===== config.mk =====
export PLATFORM = sky130hd
export DESIGN_NAME = usa_async_port
export DESIGN_NICKNAME = d
export VERILOG_FILES = /design/src/rtl/usa_pkg.sv /design/src/rtl/usa_tick_if.sv /design/src/rtl/usa_baud.sv /design/src/rtl/usa_async_port.sv
export SDC_FILE = /design/constraint.sdc
export NUM_CORES = 1
export LEC_CHECK = 0
export BUFFER_PORTS_ARGS = -buffer_cell sky130_fd_sc_hd__buf_4
export CAP_MARGIN = 10
export CORE_MARGIN = 3
export CORE_UTILIZATION = 51
export DETAILED_ROUTE_END_ITERATION = 12
export PLACE_DENSITY = 0.71
export SYNTH_ARGS = -nofsm -noshare
export SYNTH_HDL_FRONTEND = slang
export SYNTH_HIERARCHICAL = 1
export SYNTH_SLANG_ARGS = --single-unit

===== constraint.sdc =====
create_clock -name clk_i -period 3.1 [get_ports clk_i]
set_input_delay 0 -clock clk_i [delete_from_list [all_inputs] [get_ports clk_i]]
set_output_delay 0 -clock clk_i [all_outputs]
set_load 0.02 [all_outputs]

===== src/rtl/usa_pkg.sv =====
// shared constants and types for the asynchronous serial port
// assumes a single 25 MHz clock and an AXI4-Lite register slave
package usa_pkg;
  // clock and derived timing
  localparam int CLK_PERIOD_NS = 40;
  localparam int TCY_NS = 40;
  localparam int TCY_CLKS = (TCY_NS + CLK_PERIOD_NS - 1) / CLK_PERIOD_NS;
  localparam logic [3:0] TCY_LAST = 4'(TCY_CLKS - 1);
  localparam int OVERSAMPLE = 16;
  localparam logic [3:0] TICK_LAST = 4'(OVERSAMPLE - 1);
  localparam logic [3:0] HALF_LAST = 4'(OVERSAMPLE / 2 - 1);
  localparam logic [3:0] TX_FRAME_8 = 4'ha;
  localparam logic [3:0] TX_FRAME_9 = 4'hb;
  localparam logic [3:0] RX_LAST_8 = 4'h7;
  localparam logic [3:0] RX_LAST_9 = 4'h8;
  // register byte addresses
  localparam logic [7:0] ADDR_TXCTL = 8'h00;
  localparam logic [7:0] ADDR_RXCTL = 8'h04;
  localparam logic [7:0] ADDR_TXDATA = 8'h08;
  localparam logic [7:0] ADDR_RXDATA = 8'h0c;
  localparam logic [7:0] ADDR_BAUD = 8'h10;
  localparam logic [7:0] ADDR_DIR = 8'h14;
  localparam logic [7:0] ADDR_FLAG = 8'h18;
  // transmit_control_reg fields
  localparam int TXC_NINE_SEL = 6;
  localparam int TXC_EN = 5;
  localparam int TXC_SYNC = 4;
  localparam int TXC_SHIFT_EMPTY = 1;
  localparam int TXC_NINTH = 0;
  // receive_control_reg fields
  localparam int RXC_SERIAL_PORT_ENABLE = 7;
  localparam int RXC_NINE_SEL = 6;
  localparam int RXC_CONTINUOUS_RECEIVE_ENABLE = 4;
  localparam int RXC_IDLE = 3;
  localparam int RXC_FRAMING_ERROR_FLAG = 2;
  localparam int RXC_OVERRUN_ERROR_FLAG = 1;
  localparam int RXC_NINTH = 0;
  // baud_divisor_reg and pin direction fields
  localparam int BAUD_WIDE = 16;
  localparam int DIR_TX_IN = 0;
  localparam int DIR_RX_IN = 1;
  localparam int DIR_TX_LAT = 2;
  localparam int DIR_RX_LAT = 3;
  localparam logic [3:0] DIR_RST = 4'h3;
  // peripheral_flag_reg fields
  localparam int FLG_TX_EMPTY = 0;
  localparam int FLG_RX_AVAIL = 1;
  // bus answers
  localparam logic [1:0] RESP_OKAY = 2'h0;
  localparam logic [1:0] RESP_DECERR = 2'h3;

  typedef enum logic [1:0] {
    TX_IDLE = 2'b00,
    TX_SHIFT = 2'b01,
    TX_GAP = 2'b10
  } usa_tx_st_t;

  typedef enum logic [1:0] {
    RX_IDLE = 2'b00,
    RX_START = 2'b01,
    RX_DATA = 2'b10,
    RX_STOP = 2'b11
  } usa_rx_st_t;
endpackage


===== src/rtl/usa_tick_if.sv =====
// carries the baud setting to the tick generator and the ticks back
// assumes both ends run on the same clock
`timescale 1ns/1ps
interface usa_tick_if;
  logic [15:0] divisor;
  logic wide;
  logic [1:0] restart;
  logic [1:0] tick;
  modport gen (input divisor, input wide, input restart, output tick);
  modport user (output divisor, output wide, output restart, input tick);
endinterface


===== src/rtl/usa_baud.sv =====
// 16x oversampling tick generator, one channel for transmit, one for receive
// assumes restart is a one-cycle pulse from the port logic
`timescale 1ns/1ps
module usa_baud (
  // clock and reset
  input wire logic clk_i,
  input wire logic nrst_i,
  // setting and ticks
  usa_tick_if.gen bt
);
  typedef struct packed {
    logic [1:0][15:0] cnt;
  } usa_baud_st_t;

  usa_baud_st_t s_q, s_d;
  logic [15:0] lim;

  // 8-bit mode ignores the upper divisor byte
  assign lim = bt.wide ? bt.divisor : {8'h00, bt.divisor[7:0]};

  // each direction owns a phase so a frame starts on a full tick period
  for (genvar g = 0; g < 2; g++) begin : g_chan
    assign bt.tick[g] = (s_q.cnt[g] >= lim) & ~bt.restart[g];
  end

  always_comb begin
    s_d = s_q;
    for (int i = 0; i < 2; i++) begin
      if (bt.restart[i] | (s_q.cnt[i] >= lim)) begin
        s_d.cnt[i] = 16'h0000;
      end else begin
        s_d.cnt[i] = s_q.cnt[i] + 16'h0001;
      end
    end
  end

  always_ff @(posedge clk_i or negedge nrst_i) begin
    if (!nrst_i) begin
      s_q <= '0;
    end else begin
      s_q <= s_d;
    end
  end
endmodule


===== src/rtl/usa_async_port.sv =====
// asynchronous serial port: transmit path, oversampled receiver, register slave
// assumes an AXI4-Lite master on clk_i and a remote UART on the tx/rx pins
// Operation
// - idle transmit line stays at mark
// - frame is start, 8/9 data, stop
// - every bit lasts one baud period
// - data bits travel least significant first
// - transmitter and receiver run independently
// - no hardware parity; ninth bit serves
// - baud generator selectable 8 or 16 bit
// - transmit needs enable, async, port enable
// - active transmitter forces pin to output
// - holding write starts transmission immediately
// - queued character loads one cycle after stop
// - loaded character sends start, data, stop
// - empty flag high unless busy and queued; here it is also low while the transmitter is off
// - empty flag clears second cycle after write; here it clears on the third cycle after the write
// - empty flag independent of interrupt enable
// - shift empty status tracks shift register
// - ninth bit sent as most significant
// - receiver oversamples at sixteen times baud
// - received characters enter two-entry fifo
// - receive needs enable, async, port enable
// - active receiver forces pin to input
// - false start bit abandoned at half bit
// - stop bit low sets framing error
// - overrun blocks reception until enable cleared
//
// Design decisions made here: the placing of the registers and register access over AXI4-Lite.
`timescale 1ns/1ps
module usa_async_port
  import usa_pkg::*;
(
  // clock and reset
  input wire logic clk_i,
  input wire logic nrst_i,
  // axi4-lite write address and data
  input wire logic [7:0] s_axi_awaddr_i,
  input wire logic s_axi_awvalid_i,
  output logic s_axi_awready_o,
  input wire logic [31:0] s_axi_wdata_i,
  input wire logic [3:0] s_axi_wstrb_i,
  input wire logic s_axi_wvalid_i,
  output logic s_axi_wready_o,
  // axi4-lite write response
  output logic [1:0] s_axi_bresp_o,
  output logic s_axi_bvalid_o,
  input wire logic s_axi_bready_i,
  // axi4-lite read
  input wire logic [7:0] s_axi_araddr_i,
  input wire logic s_axi_arvalid_i,
  output logic s_axi_arready_o,
  output logic [31:0] s_axi_rdata_o,
  output logic [1:0] s_axi_rresp_o,
  output logic s_axi_rvalid_o,
  input wire logic s_axi_rready_i,
  // serial pins
  output logic tx_o,
  output logic tx_oe_o,
  input wire logic rx_i,
  output logic rx_o,
  output logic rx_oe_o
);
  typedef struct packed {
    logic aw_full;
    logic [7:0] awaddr;
    logic w_full;
    logic [31:0] wdata;
    logic [3:0] wstrb;
    logic bvalid;
    logic [1:0] bresp;
    logic rvalid;
    logic [31:0] rdata;
    logic [1:0] rresp;
    logic nine_tx;
    logic transmitter_enable;
    logic sync;
    logic tx9;
    logic serial_port_enable;
    logic nine_rx;
    logic continuous_receive_enable;
    logic [15:0] baud;
    logic wide;
    logic [3:0] dir;
    logic [7:0] hold;
    logic hold_full;
    usa_tx_st_t tx_st;
    logic [10:0] transmit_shift_reg;
    logic [3:0] tx_bits;
    logic [3:0] tx_tk;
    logic [3:0] gap;
    logic tf1;
    logic tflag;
    logic [2:0] rs;
    logic line;
    usa_rx_st_t rx_st;
    logic [3:0] rx_tk;
    logic [3:0] rx_bits;
    logic [8:0] receive_shift_reg;
    logic [1:0][9:0] fifo;
    logic rptr;
    logic [1:0] cnt;
    logic ovr;
  } usa_state_t;

  usa_state_t s_q, s_d;
  logic tx_on, rx_on, do_wr, ar_fire, load, pop, push, push_ok, fall, shift_empty_status;
  logic [9:0] top;
  logic [8:0] rxd;
  logic [3:0] tx_frame;
  logic [31:0] rd;
  logic [1:0] rr;

  usa_tick_if bt();

  usa_baud u_baud (
    .clk_i(clk_i),
    .nrst_i(nrst_i),
    .bt(bt.gen)
  );

  assign tx_on = s_q.serial_port_enable & s_q.transmitter_enable & ~s_q.sync;
  assign rx_on = s_q.serial_port_enable & s_q.continuous_receive_enable & ~s_q.sync;
  assign do_wr = s_q.aw_full & s_q.w_full & ~s_q.bvalid;
  assign ar_fire = s_axi_arvalid_i & ~s_q.rvalid;
  assign top = s_q.fifo[s_q.rptr];
  assign shift_empty_status = (s_q.tx_st != TX_SHIFT);
  assign tx_frame = s_q.nine_tx ? TX_FRAME_9 : TX_FRAME_8;
  // an empty shift register takes the character at once, a busy one after the gap
  assign load = tx_on & s_q.hold_full & ((s_q.tx_st == TX_IDLE) |
                ((s_q.tx_st == TX_GAP) & (s_q.gap == TCY_LAST)));
  assign pop = ar_fire & (s_axi_araddr_i == ADDR_RXDATA) & (s_q.cnt != 2'h0);
  // edge taken from the filtered line: second and third stage agree on low
  assign fall = rx_on & ~s_q.ovr & (s_q.rx_st == RX_IDLE) & s_q.line &
                (s_q.rs[1] == s_q.rs[2]) & ~s_q.rs[2];
  // stop-bit sample; kept outside the state process so push_ok does not loop back into it
  assign push = (s_q.rx_st == RX_STOP) & bt.tick[1] & (s_q.rx_tk == TICK_LAST);
  assign rxd = s_q.nine_rx ? s_q.receive_shift_reg : {1'b0, s_q.receive_shift_reg[8:1]};
  // a fifo slot freed by a read in the same cycle is usable
  assign push_ok = push & ~((s_q.cnt == 2'h2) & ~pop);

  assign bt.divisor = s_q.baud;
  assign bt.wide = s_q.wide;
  assign bt.restart = {fall, load};

  // read data mux
  always_comb begin
    rr = RESP_OKAY;
    unique case (s_axi_araddr_i)
      ADDR_TXCTL: rd = {25'h0, s_q.nine_tx, s_q.transmitter_enable, s_q.sync, 2'h0, shift_empty_status, s_q.tx9};
      ADDR_RXCTL: rd = {24'h0, s_q.serial_port_enable, s_q.nine_rx, 1'b0, s_q.continuous_receive_enable,
                        s_q.rx_st == RX_IDLE, (s_q.cnt != 2'h0) & top[9], s_q.ovr,
                        (s_q.cnt != 2'h0) & top[8]};
      ADDR_TXDATA: rd = {24'h0, s_q.hold};
      ADDR_RXDATA: rd = {24'h0, top[7:0]};
      ADDR_BAUD: rd = {15'h0, s_q.wide, s_q.baud};
      ADDR_DIR: rd = {28'h0, s_q.dir};
      ADDR_FLAG: rd = {30'h0, s_q.cnt != 2'h0, s_q.tflag};
      default: begin
        rd = 32'h0;
        rr = RESP_DECERR;
      end
    endcase
  end

  always_comb begin
    s_d = s_q;
    // bus channels: address and data are taken in either order
    if (s_axi_awvalid_i & ~s_q.aw_full & ~s_q.bvalid) begin
      s_d.aw_full = 1'b1;
      s_d.awaddr = s_axi_awaddr_i;
    end
    if (s_axi_wvalid_i & ~s_q.w_full & ~s_q.bvalid) begin
      s_d.w_full = 1'b1;
      s_d.wdata = s_axi_wdata_i;
      s_d.wstrb = s_axi_wstrb_i;
    end
    if (s_q.bvalid & s_axi_bready_i) begin
      s_d.bvalid = 1'b0;
    end
    if (s_q.rvalid & s_axi_rready_i) begin
      s_d.rvalid = 1'b0;
    end
    if (ar_fire) begin
      s_d.rvalid = 1'b1;
      s_d.rdata = rd;
      s_d.rresp = rr;
    end

    // transmit shifter
    unique case (s_q.tx_st)
      TX_IDLE: begin
      end
      TX_SHIFT: begin
        if (bt.tick[0]) begin
          s_d.tx_tk = s_q.tx_tk + 4'h1;
          if (s_q.tx_tk == TICK_LAST) begin
            s_d.transmit_shift_reg = {1'b1, s_q.transmit_shift_reg[10:1]};
            s_d.tx_bits = s_q.tx_bits + 4'h1;
            if (s_q.tx_bits == tx_frame - 4'h1) begin
              s_d.tx_st = s_q.hold_full ? TX_GAP : TX_IDLE;
              s_d.gap = 4'h0;
            end
          end
        end
      end
      TX_GAP: s_d.gap = s_q.gap + 4'h1;
      default: s_d.tx_st = TX_IDLE;
    endcase
    if (load) begin
      // stop, optional ninth, data, start; no parity is ever generated
      s_d.transmit_shift_reg = {1'b1, s_q.nine_tx ? s_q.tx9 : 1'b1, s_q.hold, 1'b0};
      s_d.tx_st = TX_SHIFT;
      s_d.tx_tk = 4'h0;
      s_d.tx_bits = 4'h0;
      s_d.hold_full = 1'b0;
    end
    if (!tx_on) begin
      s_d.tx_st = TX_IDLE;
      s_d.transmit_shift_reg = '1;
    end
    // two-stage flag pipe: a poll right after the write sees the old value
    s_d.tf1 = tx_on & ~(s_q.hold_full & (s_q.tx_st != TX_IDLE));
    s_d.tflag = s_q.tf1;

    // receive synchroniser; the line moves once stages two and three agree
    s_d.rs = {s_q.rs[1:0], rx_i};
    if (s_q.rs[1] == s_q.rs[2]) begin
      s_d.line = s_q.rs[2];
    end
    unique case (s_q.rx_st)
      RX_IDLE: begin
        if (fall) begin
          s_d.rx_st = RX_START;
          s_d.rx_tk = 4'h0;
        end
      end
      RX_START: begin
        if (bt.tick[1]) begin
          s_d.rx_tk = s_q.rx_tk + 4'h1;
          if (s_q.rx_tk == HALF_LAST) begin
            s_d.rx_tk = 4'h0;
            s_d.rx_bits = 4'h0;
            s_d.rx_st = s_q.line ? RX_IDLE : RX_DATA;
          end
        end
      end
      RX_DATA: begin
        if (bt.tick[1]) begin
          s_d.rx_tk = s_q.rx_tk + 4'h1;
          if (s_q.rx_tk == TICK_LAST) begin
            s_d.receive_shift_reg = {s_q.line, s_q.receive_shift_reg[8:1]};
            s_d.rx_bits = s_q.rx_bits + 4'h1;
            if (s_q.rx_bits == (s_q.nine_rx ? RX_LAST_9 : RX_LAST_8)) begin
              s_d.rx_st = RX_STOP;
            end
          end
        end
      end
      RX_STOP: begin
        if (bt.tick[1]) begin
          s_d.rx_tk = s_q.rx_tk + 4'h1;
          if (s_q.rx_tk == TICK_LAST) begin
            s_d.rx_st = RX_IDLE;
          end
        end
      end
    endcase
    if (!rx_on) begin
      s_d.rx_st = RX_IDLE;
    end

    // receive fifo; a third character is dropped and latches overrun
    if (push_ok) begin
      s_d.fifo[s_q.rptr ^ s_q.cnt[0]] = {~s_q.line, rxd};
    end
    if (~s_q.continuous_receive_enable | ~s_q.serial_port_enable) begin
      s_d.ovr = 1'b0;
    end
    if (push & ~push_ok) begin
      s_d.ovr = 1'b1;
    end
    s_d.cnt = s_q.cnt + {1'b0, push_ok} - {1'b0, pop};
    s_d.rptr = s_q.rptr ^ pop;

    // port disable clears queued and received data
    if (!s_q.serial_port_enable) begin
      s_d.hold_full = 1'b0;
      s_d.cnt = 2'h0;
    end

    // register writes
    if (do_wr) begin
      s_d.aw_full = 1'b0;
      s_d.w_full = 1'b0;
      s_d.bvalid = 1'b1;
      s_d.bresp = RESP_OKAY;
      unique case (s_q.awaddr)
        ADDR_TXCTL: begin
          if (s_q.wstrb[0]) begin
            s_d.nine_tx = s_q.wdata[TXC_NINE_SEL];
            s_d.transmitter_enable = s_q.wdata[TXC_EN];
            s_d.sync = s_q.wdata[TXC_SYNC];
            s_d.tx9 = s_q.wdata[TXC_NINTH];
          end
        end
        ADDR_RXCTL: begin
          if (s_q.wstrb[0]) begin
            s_d.serial_port_enable = s_q.wdata[RXC_SERIAL_PORT_ENABLE];
            s_d.nine_rx = s_q.wdata[RXC_NINE_SEL];
            s_d.continuous_receive_enable = s_q.wdata[RXC_CONTINUOUS_RECEIVE_ENABLE];
          end
        end
        ADDR_TXDATA: begin
          if (s_q.wstrb[0]) begin
            s_d.hold = s_q.wdata[7:0];
            s_d.hold_full = 1'b1;
          end
        end
        ADDR_BAUD: begin
          if (s_q.wstrb[0]) begin
            s_d.baud[7:0] = s_q.wdata[7:0];
          end
          if (s_q.wstrb[1]) begin
            s_d.baud[15:8] = s_q.wdata[15:8];
          end
          if (s_q.wstrb[2]) begin
            s_d.wide = s_q.wdata[BAUD_WIDE];
          end
        end
        ADDR_DIR: begin
          if (s_q.wstrb[0]) begin
            s_d.dir = s_q.wdata[3:0];
          end
        end
        ADDR_RXDATA, ADDR_FLAG: begin
        end
        default: s_d.bresp = RESP_DECERR;
      endcase
    end
  end

  always_ff @(posedge clk_i or negedge nrst_i) begin
    if (!nrst_i) begin
      s_q <= '0;
      s_q.transmit_shift_reg <= '1;
      s_q.rs <= '1;
      s_q.line <= 1'b1;
      s_q.dir <= DIR_RST;
    end else begin
      s_q <= s_d;
    end
  end

  assign s_axi_awready_o = ~s_q.aw_full & ~s_q.bvalid;
  assign s_axi_wready_o = ~s_q.w_full & ~s_q.bvalid;
  assign s_axi_bvalid_o = s_q.bvalid;
  assign s_axi_bresp_o = s_q.bresp;
  assign s_axi_arready_o = ~s_q.rvalid;
  assign s_axi_rvalid_o = s_q.rvalid;
  assign s_axi_rdata_o = s_q.rdata;
  assign s_axi_rresp_o = s_q.rresp;
  // pin override: the serial function wins over the direction bits
  assign tx_o = tx_on ? s_q.transmit_shift_reg[0] : s_q.dir[DIR_TX_LAT];
  assign tx_oe_o = tx_on | ~s_q.dir[DIR_TX_IN];
  assign rx_o = s_q.dir[DIR_RX_LAT];
  assign rx_oe_o = ~rx_on & ~s_q.dir[DIR_RX_IN];

  property p_idle_mark;
    @(posedge clk_i) disable iff (!nrst_i)
    (tx_on && s_q.tx_st == TX_IDLE) |-> tx_o;
  endproperty
  a_idle_mark: assert property (p_idle_mark) else $error("idle tx line not at mark");

  property p_start_bit;
    @(posedge clk_i) disable iff (!nrst_i)
    load |=> (!tx_o && !shift_empty_status);
  endproperty
  a_start_bit: assert property (p_start_bit) else $error("no start bit after load");

  property p_gap;
    @(posedge clk_i) disable iff (!nrst_i)
    (s_q.tx_st == TX_GAP && tx_on) |=> (s_q.tx_st == TX_SHIFT && !s_q.hold_full);
  endproperty
  a_gap: assert property (p_gap) else $error("queued character not loaded after gap");

  property p_flag_lag;
    @(posedge clk_i) disable iff (!nrst_i)
    (do_wr && s_q.awaddr == ADDR_TXDATA && s_q.wstrb[0] && tx_on && s_q.tf1 &&
     s_q.tx_st == TX_SHIFT && !s_q.hold_full &&
     !(bt.tick[0] && s_q.tx_tk == TICK_LAST && s_q.tx_bits == tx_frame - 4'h1))
      |=> s_q.tflag ##1 s_q.tflag ##1 !s_q.tflag;
  endproperty
  a_flag_lag: assert property (p_flag_lag) else $error("empty flag timing wrong after write");

  property p_flag_off;
    @(posedge clk_i) disable iff (!nrst_i)
    !tx_on |=> ##1 !s_q.tflag;
  endproperty
  a_flag_off: assert property (p_flag_off) else $error("empty flag set while disabled");

  property p_false_start;
    @(posedge clk_i) disable iff (!nrst_i)
    (s_q.rx_st == RX_START && bt.tick[1] && s_q.rx_tk == HALF_LAST && s_q.line && !pop)
      |=> (s_q.rx_st == RX_IDLE && s_q.cnt == $past(s_q.cnt));
  endproperty
  a_false_start: assert property (p_false_start) else $error("false start not abandoned");

  property p_overrun;
    @(posedge clk_i) disable iff (!nrst_i)
    (s_q.ovr && rx_on) |-> (s_q.rx_st == RX_IDLE && !fall);
  endproperty
  a_overrun: assert property (p_overrun) else $error("reception continued after overrun");

  property p_fifo_cap;
    @(posedge clk_i) disable iff (!nrst_i)
    (push && s_q.cnt == 2'h2 && !pop) |=> (s_q.ovr && s_q.cnt == 2'h2);
  endproperty
  a_fifo_cap: assert property (p_fifo_cap) else $error("third character not flagged");

  property p_rx_off;
    @(posedge clk_i) disable iff (!nrst_i)
    !rx_on |=> (s_q.rx_st == RX_IDLE);
  endproperty
  a_rx_off: assert property (p_rx_off) else $error("receiver active while disabled");

  property p_pins;
    @(posedge clk_i) disable iff (!nrst_i)
    (tx_on |-> tx_oe_o) and (rx_on |-> !rx_oe_o);
  endproperty
  a_pins: assert property (p_pins) else $error("pin direction not overridden");
endmodule


* Word level (Yosys, flattened, before mapping) *
Cells that the tools add are included.

storage, ports and cells
  flip-flop bits (word level) = 227
  input bits = 60
  output and inout bits = 45

cells by class
  $add $sub $neg = 10
  $lt $le $gt $ge = 5
  equality and inequality tests = 49
  muxes and demuxes = 55
  bitwise gates (word level) = 63
  reduce and logical (&&, ||, !) cells = 37

operators with widths
  cell                                                                    number
  17-bit one-hot mux with 7 select lines                                  1
  10-bit 2-to-1 mux                                                       5
  8-bit by 5-bit equality test with 1-bit output (second input constant)  6
  16-bit 2-to-1 mux                                                       3
  19-bit 2-to-1 mux                                                       2
  1-bit bitwise AND                                                       37
  37-bit 2-to-1 mux                                                       1
  35-bit 2-to-1 mux                                                       1
  16-bit by 1-bit adder with 16-bit output (second input constant)        2
  8-bit by 4-bit equality test with 1-bit output (second input constant)  4
  16-bit >= comparator                                                    2
  3-bit AND reduction                                                     10
  13-bit 2-to-1 mux                                                       2
  25-bit 2-to-1 mux                                                       1
  6-bit one-hot mux with 4 select lines                                   1
  2-bit nonzero test                                                      12
  22-bit 2-to-1 mux                                                       1
  3-bit != test (second input constant)                                   7
  4-bit by 1-bit adder with 4-bit output (second input constant)          5
  20-bit bitwise mux                                                      1
  2-bit 2-to-1 mux                                                        10
  1-bit inverter                                                          19
  9-bit 2-to-1 mux                                                        2
  2-bit != test (second input constant)                                   9
  36 further kinds                                                        75

* Depth between registers and ports, before layout *
  depth after elaboration = 15
  gate-level depth with buffers = 18

* Hierarchy *
Netlist, hierarchy kept.

by module, submodules not included
  module          times used  cells an instance  area each (sq um)  sequential area each (sq um)
  usa_async_port  1           657                7,631.1            4,048.9
  usa_baud        1           245                2,290.9            800.8

* Least setup slack after synthesis *
Ideal clock, no wire load.

  path type = register to register
  start = reg s_q (netlist bit bt.wide)
  end = reg s_q[2] in the netlist's numbering
  setup time = 0.119 ns
  arrival time = 3.196 ns
  data required time = 2.981 ns
  setup slack = -0.215 ns
  cell stages (with the launch flop) = 19
  buffers on the path = 2
  clock period less this slack = 3.315 ns
  path through = dfrtp_1 -> clkbuf_1 -> nand2_1 -> ha_1 -> nand4_1 -> nor2_1 -> and3_1 -> nor3_1 -> nor2_1 -> clkbuf_1 -> nand4_1 -> or2_2 -> nand2b_1 -> ha_1 -> inv_1 -> ha_1 -> xnor2_1 -> xnor2_1 -> and2_1

RTL lines
  what                RTL line               RTL
  start: declaration  usa_async_port.sv:106  usa_state_t s_q, s_d;

==> metrics.cfg <==
[timing]
slew_violations=0
fin_crit_ns=3.076
tightestPinTransition_ns=0.7210
setup_viol=0
max_freq_ghz=0.3251
fin_skew_ns=0.02077
slew_headroom_pct=51.73
rsz0062_at_grt=true
finalHoldViolations=0
period_share_pct=99.22

[placement]
place_congestion=0.8091
place_area_um2=10700
io_buffer_count=73
dp_cells=1213
hpwl_um=15110

[cts]
cts_root_buffer=clkbuf_16
clock-sinks=193
insertion_delay_ns=0.45
tritoncts=yes
cts_buffers=17
path_clk_slew_ns=0.08
clockBufferDepth=2
htreeDepth=4

[logic_synthesis]
synth_edf_count=0
synth_flop_cell=dfrtp_1
synth_top_cell_area_share_pct=44.64
synthArstFlopShare_pct=100.0
synth_warnings=6
avgSynthCellArea_um2=11.00
yosysSeqAreaShare_pct=48.88
netlist_area_um2=9922
synth_cells=902
ys_top_cells_by_area=dfrtp_1 45%, mux2_2 10%, ha_1 5.3%
yosys.area.top_type=dfrtp_1
yosys.cell_types.count=71
ys_ff_latch=193

[route]
antenna_left=0
first_pass_iters=5
post_drt_wl_per_cell_um=17.21
via_per_inst=5.482
drt_iter0_drc=423
remaining_drc_errors=0
vias=7045
wl_um=22120

[critical_path]
cp_slowest_cell=dfrtp_2
crit_fanout=3
criticalPathCategory=register to register
critical-path-max-stage-delay_ns=0.40
crit_required_ns=3.44
endpoint_kind=register
cp_cell_sequence=buf_6 -> nand2_2 -> ha_1 -> a21o_1 -> nand3_1 -> a21oi_1 -> nor3_2 -> nor2_2 -> nand4_1 -> or2_4 -> nand2b_4 -> ha_4 -> inv_2 -> ha_4 -> xnor2_2 -> xnor2_1 -> and2_1
cp_data_arrival_time_ns=3.42
crit_path_start_kind=register
crit_top_cell=ha_4

[grt]
grt_max_degree=93
grt_pass1_wl_um=35580
grt_pass1_vias=6821
grt_usage_pct=20.66
antenna_found_initial=0
overflow=0

[cells_and_area]
synthToLayoutAreaGrowth_pct=20.52
diodes=0
drive_above_1_share_pct=29.85
final-seq-area_um2=4851
multi_input_area_um2=4836
nFillCells=1486
finalNonFillerCells=1285
finalInstanceArea_um2=11960
nNetsFinal=1114

[die]
rows=50
core_um2=18890
ioPinCount=105
die_h_um=145.5
die_area_um2=21160
die_w_um=145.5
initial_core_util_pct=52.52

[worst_hold_path]
hp-class=input port to register

[flow_run]
maxCapViolCount=0

[pwr]
power.leakage_nw=5.396
vdd_drop_max_v=0.0004536
powerDensity_nw_per_um2=552.4

[run_status]
status=complete, no violations

## power by group
group | internal [mW] | switching [mW] | leakage (nW)
registers | 2.79 | 0.303 | 2.55
logic | 0.580 | 0.620 | 2.54
clock network | 1.18 | 1.13 | 0.306
## metrics by stage
| step | total power [mW] | util, % | hold slack, ns | setup TNS (ns) | worst slack, ns |
|---|---|---|---|---|---|
| floorplan | 3.888 | - | -0.2956 | 0 | 0.04326 |
| global placement | 4.216 | 56.62 | 0.03402 | 0 | 0.01391 |
| detailed placement | 4.241 | 56.62 | 0.03609 | -1.504 | -0.1135 |
| CTS | 6.600 | 62.05 | 0.03463 | -0.06698 | -0.06698 |
| global route | 6.889 | 63.29 | 0.06870 | -0.9161 | -0.1404 |
| finish | 6.606 | 63.29 | 0.04729 | 0 | 0.02412 |
## routing by layer
metal / up-vias / global-route usage, % / share of wire, %
li1: 3368 / - / -
met1: 3498 / 29.97 / 48
met2: 160 / 32.44 / 47
met3: 19 / 4.173 / 4.0
met4: 0 / 4.606 / 1.0
met5: - / 0 / 0
## cells by family after synthesis
logic type               Yosys count  synth area share, %
AND/OR/NAND/NOR                  284                15.23
flip-flops                       193                48.88
AO/OA/AOI/OAI                    125                8.336
multiplexers                     121                13.32
buffers and inverters             95                5.271
adder cells (fa/ha/maj)           43                5.397
XOR/XNOR                          40                3.531
other                              1              0.03779
## final cells by class
cell class,count,area share (%)
multi-input cells,628,40.44
well taps,260,2.721
flip-flops and latches,193,40.57
clock buffers,17,3.558
inverters,26,0.8162
repair buffers,146,10.18
clock inverters,15,1.716
## Yosys cell counts (22+ instances only)
library cell / instances
a21oi_1: 33
ha_1: 42
xor2_1: 23
o21ai_0: 31
nand3_1: 29
mux2_2: 88
inv_1: 26
buf_4: 37
nand2_1: 69
mux2i_1: 33
nor2_1: 79
dfrtp_1: 177
clkbuf_1: 22
## worst paths after layout
| path | start | end | slack, ns | depth (start not counted) |
|---|---|---|---|---|
| worst min-delay path | s_axi_arvalid_i | s_axi_rresp_o[0] | 0.05 | 4 |
| max in group asynchronous | nrst_i | s_q[43] | 2.10 | 3 |
| worst max-delay path | bt.wide | s_q[2] | 0.02 | 17 |
| worst max register to register | bt.wide | s_q[2] | 0.02 | 17 |
| worst min register to register | s_d[47] | s_q[47] | 0.35 | 0 |
| min in group asynchronous | nrst_i | u_baud/s_q[5] | 0.12 | 2 |
## sequential cells by signal, summed over array words and instances, names as in the netlist, 3 cells and up
name and count:
s_q 119, u_baud/s_q 32, s_axi_rdata_o 17, bt.divisor 16, s_d 3
## cells in the final DEF (no fill, tap or decap), types with 7 or more instances in the layout
master,count
clkbuf_16,17
and3_1,7
xor2_1,23
mux2_2,80
conb_1,15
nor2b_1,7
ha_1,34
mux2_4,8
dfstp_2,16
dfrtp_1,176
xnor2_1,16
nand4_1,16
o21ai_0,31
a22o_1,17
nand3_1,29
buf_4,106
mux2i_1,33
nand2_1,62
nor2_4,8
dlygate4sd3_1,32
a21oi_1,32
inv_1,25
nor2_1,75
nor3_1,10
nand2b_1,7
ha_4,8
## critical path, delay by kind of cell (launching register included)
kind            cells  cell delay (ns)
buf+inv             2             0.17
fa+ha+maj           3             0.71
flops               1             0.40
xor+xnor            2             0.25
compound gates      2             0.38
simple gates        8             1.06
## timing repair
action,4_1_cts,5_1_grt
setup buffers,3,4
gates cloned,0,1
pin swaps,8,27
hold buffers,32,0
setup endpoints to repair,24,31
resized for setup,13,40
endpoints found under the hold margin,94,0
Power figures use the tool's default switching activity.
